--- config.mk ---
export PLATFORM = sky130hd
export DESIGN_NAME = dd_dma
export DESIGN_NICKNAME = d
export VERILOG_FILES = /design/src/dd_pkg.sv /design/src/dd_dma.sv
export VERILOG_INCLUDE_DIRS = /design/src
export SDC_FILE = /design/constraint.sdc
export NUM_CORES = 2
export LEC_CHECK = 0
export ABC_AREA = 1
export BUFFER_PORTS_ARGS = -buffer_cell sky130_fd_sc_hd__buf_2
export CAP_MARGIN = 25
export CORE_MARGIN = 2
export CORE_UTILIZATION = 50
export CTS_CLUSTER_SIZE = 12
export DETAILED_ROUTE_END_ITERATION = 8
export GPL_TIMING_DRIVEN = 0
export PLACE_DENSITY_LB_ADDON = 0.3
export SLEW_MARGIN = 40
export SYNTH_ARGS = -nofsm -noshare
export SYNTH_HDL_FRONTEND = slang
export SYNTH_SLANG_ARGS = --single-unit
--- constraint.sdc ---
create_clock -name sys_clk -period 9.9 [get_ports sys_clk]
set_clock_uncertainty 0.2 [all_clocks]
set_input_delay 1.98 -clock sys_clk [delete_from_list [all_inputs] [get_ports sys_clk]]
set_output_delay 1.98 -clock sys_clk [all_outputs]
set_load 0.05 [all_outputs]
--- src/dd_cfg.svh ---
// Purpose: Constants of the descriptor DMA controller.
// Assumes: 32-bit words, byte addresses, one request in flight per port.
// Notes:   Descriptor layouts are given as word counts and field positions.
`ifndef DD_CFG_SVH
`define DD_CFG_SVH
`define DD_FIFO_W     32
`define DD_FIFO_D     32
`define DD_WORD_STEP  32'h4
`define DD_W_PP       3'h2
`define DD_W_LIN      3'h4
`define DD_W_ARR      3'h1
`define DD_W_2D       3'h6
`define DD_CHAIN_BIT  0
`define DD_FRAC_NONE  2'h0
`define DD_FRAC_HALF  2'h1
`define DD_ADDR_RST   32'h0
`endif

--- src/dd_pkg.sv ---
// Purpose: Types of the descriptor DMA controller.
// Assumes: Constants come from dd_cfg.svh.
// Notes:   Flow codes select register or descriptor operation.
`default_nettype none
package dd_pkg;
    typedef enum logic [2:0] {
        FL_STOP = 3'h0, FL_AUTO = 3'h1, FL_PP = 3'h2,
        FL_LIN  = 3'h3, FL_ARR  = 3'h4, FL_2D = 3'h5
    } dd_flow_t;
    typedef enum logic [5:0] {
        S_IDLE = 6'h01, S_FETCH = 6'h02, S_LOAD = 6'h04,
        S_READ = 6'h08, S_DRAIN = 6'h10, S_DONE = 6'h20
    } dd_state_t;
    typedef struct packed {
        dd_flow_t           flow;
        logic [1:0]         frac;
        logic [31:0]        src;
        logic [31:0]        dst;
        logic [31:0]        desc;
        logic signed [31:0] xs;
        logic signed [31:0] ys;
        logic signed [31:0] ds;
        logic [15:0]        xc;
        logic [15:0]        yc;
    } dd_cfg_t;
    typedef struct packed {
        logic        req;
        logic [31:0] addr;
    } dd_rd_req_t;
    typedef struct packed {
        logic        req;
        logic [31:0] addr;
        logic [31:0] data;
    } dd_wr_req_t;
endpackage
`default_nettype wire

--- src/dd_dma.sv ---
// Purpose: Source/destination DMA channel pair with register and descriptor flows.
// Assumes: Memory ports answer with a one-cycle ack; counts are at least one.
// Notes:   A peripheral is reached as a fixed address with a zero step.
`timescale 1ns/1ns
`default_nettype none
`include "dd_cfg.svh"

////////////////////////////////////////////////////////////////////////////////
module dd_fifo #(
    parameter int W = 32,
    parameter int D = 32
) (
    // Clock and reset
    input  wire logic         sys_clk,
    input  wire logic         rst,
    // Fill side
    input  wire logic         in_valid,
    output logic              in_ready,
    input  wire logic [W-1:0] in_data,
    // Drain side
    output logic              out_valid,
    input  wire logic         out_ready,
    output logic [W-1:0]      out_data
);
    localparam int AW = $clog2(D);
    logic [W-1:0]  mem_r [D];
    logic [AW-1:0] wp_r, wp_nxt, rp_r, rp_nxt;
    logic [AW:0]   cnt_r, cnt_nxt;
    logic          push, pop;

    assign in_ready  = (cnt_r != (AW+1)'(D));
    assign out_valid = (cnt_r != '0);
    assign out_data  = mem_r[rp_r];
    assign push      = in_valid && in_ready;
    assign pop       = out_valid && out_ready;

    always_comb begin
        wp_nxt  = push ? AW'(wp_r + 1'b1) : wp_r;
        rp_nxt  = pop ? AW'(rp_r + 1'b1) : rp_r;
        cnt_nxt = (AW+1)'(cnt_r + push - pop);
    end

    always_ff @(posedge sys_clk) begin
        if (rst) begin
            wp_r  <= '0;
            rp_r  <= '0;
            cnt_r <= '0;
        end else begin
            wp_r  <= wp_nxt;
            rp_r  <= rp_nxt;
            cnt_r <= cnt_nxt;
        end
        if (push) begin
            mem_r[wp_r] <= in_data;
        end
    end
endmodule // dd_fifo

////////////////////////////////////////////////////////////////////////////////
module dd_dma import dd_pkg::*; (
    // Clock and reset
    input  wire logic        sys_clk,
    input  wire logic        rst,
    // Channel setup and control
    input  wire dd_cfg_t     cfg,
    input  wire logic        start,
    input  wire logic        trig_in,
    input  wire logic        halt,
    // Source memory port
    output var dd_rd_req_t   rd,
    input  wire logic        rd_ack,
    input  wire logic [31:0] rd_data,
    // Destination memory port
    output var dd_wr_req_t   wr,
    input  wire logic        wr_ack,
    // Events
    output logic             busy,
    output logic             buf_irq,
    output logic             frac_irq,
    output logic             done_trig
);
    dd_state_t   st_r, st_nxt;
    dd_cfg_t     cfg_r, cfg_nxt;
    dd_rd_req_t  rd_r, rd_nxt;
    dd_wr_req_t  wr_r, wr_nxt;
    logic [2:0]  di_r, di_nxt, words;
    logic [31:0] base_r, base_nxt, addr_r, addr_nxt, np_r, np_nxt;
    logic [31:0] xs_r, xs_nxt, ys_r, ys_nxt, dptr_r, dptr_nxt;
    logic [31:0] step_r, step_nxt, fc_r, fc_nxt, tot;
    logic [15:0] xc_r, xc_nxt, yc_r, yc_nxt, xi_r, xi_nxt, yi_r, yi_nxt;
    logic        chain_r, chain_nxt, halt_r, halt_nxt, busy_r, busy_nxt;
    logic        bi_r, bi_nxt, fi_r, fi_nxt, dt_r, dt_nxt, go;
    logic        push, pop, f_ready, f_valid, dst_load;
    logic [31:0] f_data, dst_src;

    assign rd        = rd_r;
    assign wr        = wr_r;
    assign busy      = busy_r;
    assign buf_irq   = bi_r;
    assign frac_irq  = fi_r;
    assign done_trig = dt_r;

    // Source pushes, destination pops: the two sides of one stream
    dd_fifo #(.W(`DD_FIFO_W), .D(`DD_FIFO_D)) u_fifo (
        .sys_clk   (sys_clk),
        .rst       (rst),
        .in_valid  (push),
        .in_ready  (f_ready),
        .in_data   (rd_data),
        .out_valid (f_valid),
        .out_ready (pop),
        .out_data  (f_data)
    );

    always_comb begin
        case (cfg_r.flow)
            FL_PP:   words = `DD_W_PP;
            FL_LIN:  words = `DD_W_LIN;
            FL_ARR:  words = `DD_W_ARR;
            default: words = `DD_W_2D;
        endcase
        go = !halt_r && (cfg_r.flow == FL_AUTO || cfg_r.flow == FL_PP ||
             cfg_r.flow == FL_ARR || (cfg_r.flow != FL_STOP && chain_r));
        tot = 32'(xc_r) * 32'(yc_r);
    end

    ////////////////////////////////////////////////////////////////////////////
    // Source side and sequencing
    always_comb begin
        st_nxt    = st_r;
        cfg_nxt   = cfg_r;
        rd_nxt    = rd_r;
        di_nxt    = di_r;
        base_nxt  = base_r;
        addr_nxt  = addr_r;
        np_nxt    = np_r;
        xs_nxt    = xs_r;
        ys_nxt    = ys_r;
        xc_nxt    = xc_r;
        yc_nxt    = yc_r;
        xi_nxt    = xi_r;
        yi_nxt    = yi_r;
        step_nxt  = step_r;
        fc_nxt    = fc_r;
        chain_nxt = chain_r;
        halt_nxt  = halt_r | halt;
        busy_nxt  = busy_r;
        bi_nxt    = 1'b0;
        fi_nxt    = 1'b0;
        dt_nxt    = 1'b0;
        push      = 1'b0;
        dst_load  = 1'b0;
        dst_src   = cfg_r.dst;
        case (st_r)
            S_IDLE: begin
                if (start || trig_in) begin
                    cfg_nxt   = cfg;
                    halt_nxt  = 1'b0;
                    busy_nxt  = 1'b1;
                    chain_nxt = 1'b0;
                    base_nxt  = cfg.src;
                    xs_nxt    = cfg.xs;
                    ys_nxt    = cfg.ys;
                    xc_nxt    = cfg.xc;
                    yc_nxt    = cfg.yc;
                    dst_load  = 1'b1;
                    dst_src   = cfg.dst;
                    di_nxt    = 3'h0;
                    rd_nxt.addr = cfg.desc;
                    if (cfg.flow == FL_STOP || cfg.flow == FL_AUTO) begin
                        st_nxt = S_LOAD;
                    end else begin
                        st_nxt = S_FETCH;
                    end
                end
            end
            S_FETCH: begin
                if (!rd_r.req) begin
                    rd_nxt.req = 1'b1;
                end else if (rd_ack) begin
                    rd_nxt.req  = 1'b0;
                    rd_nxt.addr = rd_r.addr + `DD_WORD_STEP;
                    di_nxt      = 3'(di_r + 3'h1);
                    case (cfg_r.flow)
                        FL_PP: begin
                            if (di_r == 3'h0) np_nxt = rd_data;
                            else base_nxt = rd_data;
                        end
                        FL_LIN: begin
                            case (di_r)
                                3'h0: np_nxt = rd_data;
                                3'h1: base_nxt = rd_data;
                                3'h2: begin
                                    xc_nxt = rd_data[15:0];
                                    yc_nxt = 16'h1;
                                end
                                default: chain_nxt = rd_data[`DD_CHAIN_BIT];
                            endcase
                        end
                        FL_ARR: begin
                            base_nxt = rd_data;
                            np_nxt   = rd_r.addr + `DD_WORD_STEP;
                        end
                        default: begin
                            case (di_r)
                                3'h0: np_nxt = rd_data;
                                3'h1: base_nxt = rd_data;
                                3'h2: begin
                                    xc_nxt = rd_data[15:0];
                                    yc_nxt = rd_data[31:16];
                                end
                                3'h3: xs_nxt = rd_data;
                                3'h4: ys_nxt = rd_data;
                                default: chain_nxt = rd_data[`DD_CHAIN_BIT];
                            endcase
                        end
                    endcase
                    if (di_r == 3'(words - 3'h1)) begin
                        st_nxt = S_LOAD;
                    end
                end
            end
            S_LOAD: begin
                addr_nxt = base_r;
                xi_nxt   = xc_r;
                yi_nxt   = yc_r;
                if (cfg_r.frac == `DD_FRAC_NONE) step_nxt = 32'h0;
                else if (cfg_r.frac == `DD_FRAC_HALF) step_nxt = tot >> 1;
                else step_nxt = tot >> 2;
                fc_nxt   = step_nxt;
                st_nxt   = S_READ;
            end
            S_READ: begin
                // One read in flight and issued only with room, so every ack fits
                if (!rd_r.req) begin
                    if (f_ready) begin
                        rd_nxt.req  = 1'b1;
                        rd_nxt.addr = addr_r;
                    end
                end else if (rd_ack) begin
                    rd_nxt.req = 1'b0;
                    push       = 1'b1;
                    if (step_r != 32'h0) begin
                        if (fc_r == 32'h1) begin
                            fi_nxt = 1'b1;
                            fc_nxt = step_r;
                        end else begin
                            fc_nxt = fc_r - 32'h1;
                        end
                    end
                    if (xi_r == 16'h1) begin
                        if (yi_r == 16'h1) begin
                            st_nxt = S_DRAIN;
                        end else begin
                            addr_nxt = addr_r + ys_r;
                            xi_nxt   = xc_r;
                            yi_nxt   = yi_r - 16'h1;
                        end
                    end else begin
                        addr_nxt = addr_r + xs_r;
                        xi_nxt   = xi_r - 16'h1;
                    end
                end
            end
            S_DRAIN: begin
                if (!f_valid && !wr_r.req) begin
                    st_nxt = S_DONE;
                end
            end
            S_DONE: begin
                bi_nxt = 1'b1;
                if (!go) begin
                    st_nxt   = S_IDLE;
                    busy_nxt = 1'b0;
                    dt_nxt   = 1'b1;
                end else if (cfg_r.flow == FL_AUTO) begin
                    base_nxt = cfg_r.src;
                    xs_nxt   = cfg_r.xs;
                    ys_nxt   = cfg_r.ys;
                    xc_nxt   = cfg_r.xc;
                    yc_nxt   = cfg_r.yc;
                    dst_load = 1'b1;
                    st_nxt   = S_LOAD;
                end else begin
                    rd_nxt.addr = np_r;
                    di_nxt      = 3'h0;
                    st_nxt      = S_FETCH;
                end
            end
            default: st_nxt = S_IDLE;
        endcase
    end

    ////////////////////////////////////////////////////////////////////////////
    // Destination side
    always_comb begin
        wr_nxt   = wr_r;
        dptr_nxt = dst_load ? dst_src : dptr_r;
        pop      = 1'b0;
        if (!wr_r.req) begin
            if (f_valid) begin
                pop         = 1'b1;
                wr_nxt.req  = 1'b1;
                wr_nxt.addr = dptr_r;
                wr_nxt.data = f_data;
            end
        end else if (wr_ack) begin
            wr_nxt.req = 1'b0;
            dptr_nxt   = dptr_r + cfg_r.ds;
        end
    end

    always_ff @(posedge sys_clk) begin
        if (rst) begin
            st_r    <= S_IDLE;
            cfg_r   <= '0;
            rd_r    <= '0;
            wr_r    <= '0;
            di_r    <= 3'h0;
            base_r  <= `DD_ADDR_RST;
            addr_r  <= `DD_ADDR_RST;
            np_r    <= `DD_ADDR_RST;
            dptr_r  <= `DD_ADDR_RST;
            xs_r    <= 32'h0;
            ys_r    <= 32'h0;
            xc_r    <= 16'h0;
            yc_r    <= 16'h0;
            xi_r    <= 16'h0;
            yi_r    <= 16'h0;
            step_r  <= 32'h0;
            fc_r    <= 32'h0;
            chain_r <= 1'b0;
            halt_r  <= 1'b0;
            busy_r  <= 1'b0;
            bi_r    <= 1'b0;
            fi_r    <= 1'b0;
            dt_r    <= 1'b0;
        end else begin
            st_r    <= st_nxt;
            cfg_r   <= cfg_nxt;
            rd_r    <= rd_nxt;
            wr_r    <= wr_nxt;
            di_r    <= di_nxt;
            base_r  <= base_nxt;
            addr_r  <= addr_nxt;
            np_r    <= np_nxt;
            dptr_r  <= dptr_nxt;
            xs_r    <= xs_nxt;
            ys_r    <= ys_nxt;
            xc_r    <= xc_nxt;
            yc_r    <= yc_nxt;
            xi_r    <= xi_nxt;
            yi_r    <= yi_nxt;
            step_r  <= step_nxt;
            fc_r    <= fc_nxt;
            chain_r <= chain_nxt;
            halt_r  <= halt_nxt;
            busy_r  <= busy_nxt;
            bi_r    <= bi_nxt;
            fi_r    <= fi_nxt;
            dt_r    <= dt_nxt;
        end
    end
endmodule // dd_dma
`default_nettype wire

Word-level counts from Yosys, hierarchy flattened
Memories as Yosys holds them, arrays and structs flattened. A register that Yosys moved wholly into a read port is not among the register bits.
Cells that the tools add are included.
Widths: inputs -> output; s select.
{"block": "classes", "n_addsub": 13, "n_mul": 1, "n_eq_ne": 48, "mux": 134, "bitwise_logic": 7, "n_reduce_logical": 47}
{"op": "$mux 32", "n": 41}
{"op": "$mux 16", "n": 22}
{"op": "$pmux 32 s3", "n": 3}
{"op": "$pmux 32 s2", "n": 3}
{"op": "$pmux 32 s4", "n": 1}
{"op": "$add 32x32->32", "n": 3}
{"op": "$pmux 16 s2", "n": 3}
{"op": "$pmux 16 s3", "n": 2}
{"op": "$mux 33", "n": 2}
{"op": "$mux 65", "n": 1}
{"op": "$mux 31", "n": 2}
{"op": "$mux 6", "n": 9}
{"op": "$reduce_and 8->1", "n": 5}
{"op": "$ne 2x2->1 const B", "n": 18}
{"op": "$pmux 6 s6", "n": 1}
{"op": "$add 32x3->32 const B", "n": 1}
{"op": "$eq 16x1->1 const B", "n": 2}
{"op": "$eq 32x1->1 const B", "n": 1}
{"op": "$mul 16x16->32", "n": 1}
{"op": "$reduce_bool 32->1", "n": 1}
{"op": "$sub 16x1->16 const B", "n": 2}
{"op": "$sub 32x1->32 const B", "n": 1}
{"op": "$mux 1", "n": 27}
{"op": "$mux 3", "n": 8}
{"op": "other kinds (45)", "n": 90}
{"block": "word_totals", "ff_bits": 646, "mem_bits_rw": 1024, "in_bits": 268, "elab_cells": 288, "mem_count": 1}
{"name": "u_fifo.mem_r", "words": 32, "word_bits": 32, "read_ports": 1, "rd_ports_with_merged_regs": 1, "write_ports": 1, "line": "dd_dma.sv:26", "text": "logic [W-1:0] mem_r [D];"}

Logic depth before layout (Yosys ltp)
{"block": "logic_depth", "ltp_word": 10, "depth_mapped": 28}

Hierarchy
From an unflattened synthesis, not the netlist that was laid out.
{"block": "unflattened", "hier_cells": 9929, "area_unflattened_um2": 85459.5}
{"module": "dd_dma", "n_inst": 1, "cells_per_inst": 6300, "area_per_inst_um2": 42791.0, "seq_area_each_um2": 12592.1}
{"module": "dd_fifo", "n_inst": 1, "cells_per_inst": 3629, "area_per_inst_um2": 42668.4, "seq_area_each_um2": 31169.9}

Worst setup path after synthesis
Ideal clock, no wire load.
{"block": "synth_path", "kind": "reg2reg", "startpoint": "reg xc_r[10]", "endpoint": "reg step_r[11]", "setup_time_ps": 115, "arrival_ps": 5394, "required_time_ps": 9585, "setup_slack_ps": 4191, "path_stages_with_launch": 24, "period_less_slack_ps": 5709, "path_cell_list": "dfxtp_1 -> clkbuf_1 -> clkbuf_1 -> nand2_1 -> fa_1 -> fa_1 -> fa_1 -> fa_1 -> inv_1 -> fa_1 -> inv_1 -> fa_1 -> inv_1 -> ha_1 -> nand2_1 -> inv_1 -> nand2_1 -> nand2_1 -> nand3b_1 -> or2_2 -> nand3_1 -> nand2_1 -> o21ai_0 -> inv_1"}
{"block": "synth_between", "elab_chain_cells": 3}
{"element": "start, declared", "line": "dd_dma.sv:90", "text": "logic [15:0] xc_r, xc_nxt, yc_r, yc_nxt, xi_r, xi_nxt, yi_r, yi_nxt;"}
{"element": "start signal, assigned", "line": "dd_dma.sv:350", "text": "xc_r <= xc_nxt;"}
{"element": "$mul 16x16->32", "line": "dd_dma.sv:124", "text": "tot = 32'(xc_r) * 32'(yc_r);"}
{"element": "$mux 31", "line": "dd_dma.sv:228", "text": "else if (cfg_r.frac == `DD_FRAC_HALF) step_nxt = tot >> 1;"}
{"element": "$mux 31", "line": "dd_dma.sv:227", "text": "if (cfg_r.frac == `DD_FRAC_NONE) step_nxt = 32'h0;"}
{"element": "end signal, assigned", "line": "dd_dma.sv:354", "text": "step_r <= step_nxt;"}
{"element": "end, declared", "line": "dd_dma.sv:89", "text": "logic [31:0] step_r, step_nxt, fc_r, fc_nxt, tot;"}
No other way between the ends.
A chain may end at the register's enable or synchronous reset.

Worst setup path after layout
{"block": "layout_path", "startpoint": "reg yc_r[9]", "endpoint": "reg step_r[29]"}
{"block": "layout_between", "elab_chain_cells": 3}
{"element": "start, declared", "line": "dd_dma.sv:90"}
{"element": "start signal, assigned", "line": "dd_dma.sv:351", "text": "yc_r <= yc_nxt;"}
{"element": "$mul 16x16->32", "line": "dd_dma.sv:124"}
{"element": "$mux 31", "line": "dd_dma.sv:228"}
{"element": "$mux 31", "line": "dd_dma.sv:227"}
No other way between the ends.

==> flow_metrics.tcl <==
set metrics [dict create \
    synthFlopType "edfxtp_1" \
    crit_path_max_incr_delay_ps 670 \
    post_cts_buffers 0 \
    max-cap-violations 0 \
    rsz0062_at_grt "false" \
    grt_overflow 0 \
    cp.arrival_ps 7650 \
    area_growth_pct 14.3 \
    placed_cells 12100 \
    clkSinkCount 1674 \
    final_cell_mix "nand2_1 (1430), o21ai_0 (1223), nor2_1 (1208), edfxtp_1 (1024), inv_1 (965)" \
    slowest_stage "clkbuf_1" \
    synth_top_area_share_pct 36.6 \
    die_area_um2 171000 \
    gp_congestion 1.06 \
    leakage_nw 39.7 \
    htreeDepth 4 \
    chipWidth_um 414 \
    core-area_um2 167000 \
    synth-edff-count 1024 \
    synth_largest_area_cell "edfxtp_1" \
    antenna_found_initial 24 \
    grt_pass1_vias 72300 \
    cts_tree "built" \
    drc 0 \
    min_path_cells 2 \
    path_max_fanout 10 \
    finalNonFillerCells 12400 \
    post-dp-hpwl_mm 260 \
    rows 150 \
    syn_avg_cell_area_um2 8.90 \
    post_drt_wl_per_cell_um 27.8 \
    ys_warn_count 0 \
    wl_mm 346 \
    cts_hold_buf 0 \
    initial_core_util_pct 50.3 \
    track_usage_pct 39.5 \
    yosysSeqAreaShare_pct 52.1 \
    synth_seq_cells 1674 \
    insertion_delay_ps 840 \
    clkTransAtPathRegs_ps 60 \
    n_fill_cell 14700 \
    powerDensity_nw_per_um2 297 \
    synthArstFlopShare_pct 0 \
    hold_path_class "flip-flop to flip-flop" \
    num_io_pins 370 \
    slew_headroom_pct 33.5 \
    synth_cell_types 65 \
    setup_tns_ps 0 \
    cts_made_buffers 177 \
    drive_gt1_share_pct 9.76 \
    final_common_cell "nand2_1" \
    status "complete, no violations" \
    grt_pass1_wl_mm 488 \
    dr.first_iter.drc_count 10800 \
    cp.depth 25 \
    numPortBuffers 369 \
    crit_path_frequent_cell "inv_1" \
    setup_viol 0 \
    timing.fmax_mhz 140 \
    finalCriticalPeriod_ps 7160 \
    synthCells 9443 \
    post_cts_resized 0 \
    cp_top_family "adder cells" \
    ir_drop_v 0.000209 \
    via_per_inst 6.14 \
    slew_viol_final 0 \
    grt_start_max_net_pins 38 \
    clockRootBuffer "clkbuf_16" \
    nNetsFinal 10700 \
    setup.worst_path.start_class "flip-flop" \
    timing.final.crit_share_pct 72.4 \
    worstSetupPathType "flip-flop to flip-flop" \
    cp-end-kind "flip-flop" \
    drtAntennaViolNets 0 \
    r2r_cells 25 \
    firstDrtPassIters 8 \
    worstMarginPinSlew_ps 998 \
    required_ps 10390 \
    vias 76300 \
    hold_viol_final 0 \
    synth_area_leaders "edfxtp_1 (37%), dfxtp_1 (15%), o21ai_0 (7.3%), nand2_1 (6.4%), nor2_1 (5.5%)" \
    crit_buf_inv 9 \
    synthesis.nets 10100 \
    netlist_area_um2 84000 \
    clockBufferDepth 3 \
    dieHeight_um 414 \
]
-- area by class of cell --
cell class	instances	area, um^2	share of cell area, %
antenna	14	35.0	0.0365
buffer	574	2490	2.60
inverter	988	3710	3.86
timing repair buffer	460	3390	3.53
clock buffer	260	4970	5.18
clock inverter	46	582	0.606
tap	2204	2760	2.87
multi-input combinational	6207	34300	35.7
sequential	1674	43800	45.6
-- kinds of logic after synthesis --
| logic type | after synthesis | synth area share (%) |
|---|---|---|
| DFF | 1674 | 52.1 |
| AOI/OAI and AO/OA | 2468 | 16.2 |
| adders and majority gates | 390 | 7.57 |
| buffers and inverters | 1562 | 7.32 |
| and+or+nand+nor | 3250 | 15.7 |
| muxes | 31 | 0.369 |
| xor gates and xnor gates | 68 | 0.709 |
-- layer usage --
layer,vias up,part of all wire [%],GRT usage (%)
met1,36300,36,49.0
met3,1137,12,9.59
li1,33400,-,-
met2,5472,44,60.6
met5,-,0.023,0
met4,12,8.4,28.0
-- synthesized netlist by cell type, types with 5 or more instances --
cell type and number:
inv_2 16, nor2_4 6, a22oi_1 9, nor2_1 1238
buf_6 6, nand2_1 1431, or2_2 24, nor3_1 45
nand2_2 6, o22ai_1 160, o21ai_1 56, edfxtp_1 1024
a21o_1 14, fa_1 197, a221oi_1 5, nor2_2 9
a211oi_1 8, o21bai_1 26, a31oi_1 22, ha_1 193
inv_1 965, o21a_1 7, nor4_1 15, buf_2 108
clkinv_1 5, a21oi_1 661, buf_1 27, o21ai_0 1225
dfxtp_1 650, nand3_1 395, nand3b_1 13, a32oi_1 7
nand4_1 49, mux2i_1 31, buf_4 28, xor2_1 38
xnor2_1 30, clkbuf_1 404, o221ai_1 113, o211ai_1 137
-- power by group --
group | leakage [nW] | internal [mW] | switching (mW)
sequential | 14.6 | 8.23 | 0.676
clock | 2.68 | 3.60 | 2.90
combinational | 22.4 | 3.66 | 9.45
total | 39.7 | 15.5 | 13.0
-- metrics by stage --
step	utilization, %	cell area, um^2	setup WS [ps]	hold WS, ps	total power, mW
detailed placement	54.1	90400	2960	250	21.6
floorplan	-	84000	4190	230	16.9
CTS	57.5	96000	2850	258	28.0
global route	57.5	96000	2490	275	29.8
finish	57.5	96000	2740	263	28.5
global placement	53.0	88600	374	241	21.4
-- sequential cells by signal, indices dropped and copies added (netlist names), 31 cells and up, named ones only --
signal / flops
xs_r: 32
ys_r: 32
step_r: 31
wr: 65
base_r: 32
rd: 33
addr_r: 32
fc_r: 32
np_r: 32
dptr_r: 32
u_fifo.mem_r: 1024
cfg_r: 197
-- tightest hold or removal path, delay by kind of cell, from the launching register on --
kind,cells,cell delay [ps]
buffers and inverters,1,60
AO/OA/AOI/OAI,1,60
flip-flops,1,300
-- path summary, 6_finish.rpt --
check | end | from | slack [ps]
worst max-delay path | step_r[29]$_SDFFE_PP0P_ | yc_r[9]$_SDFFE_PP0P_ | 2740
worst min register to register | base_r[31]$_SDFFE_PP0P_ | base_r[31]$_SDFFE_PP0P_ | 260
worst min-delay path | base_r[31]$_SDFFE_PP0P_ | base_r[31]$_SDFFE_PP0P_ | 260
worst max register to register | step_r[29]$_SDFFE_PP0P_ | yc_r[9]$_SDFFE_PP0P_ | 2740
No activity file was read; power rests on OpenSTA's default activity.
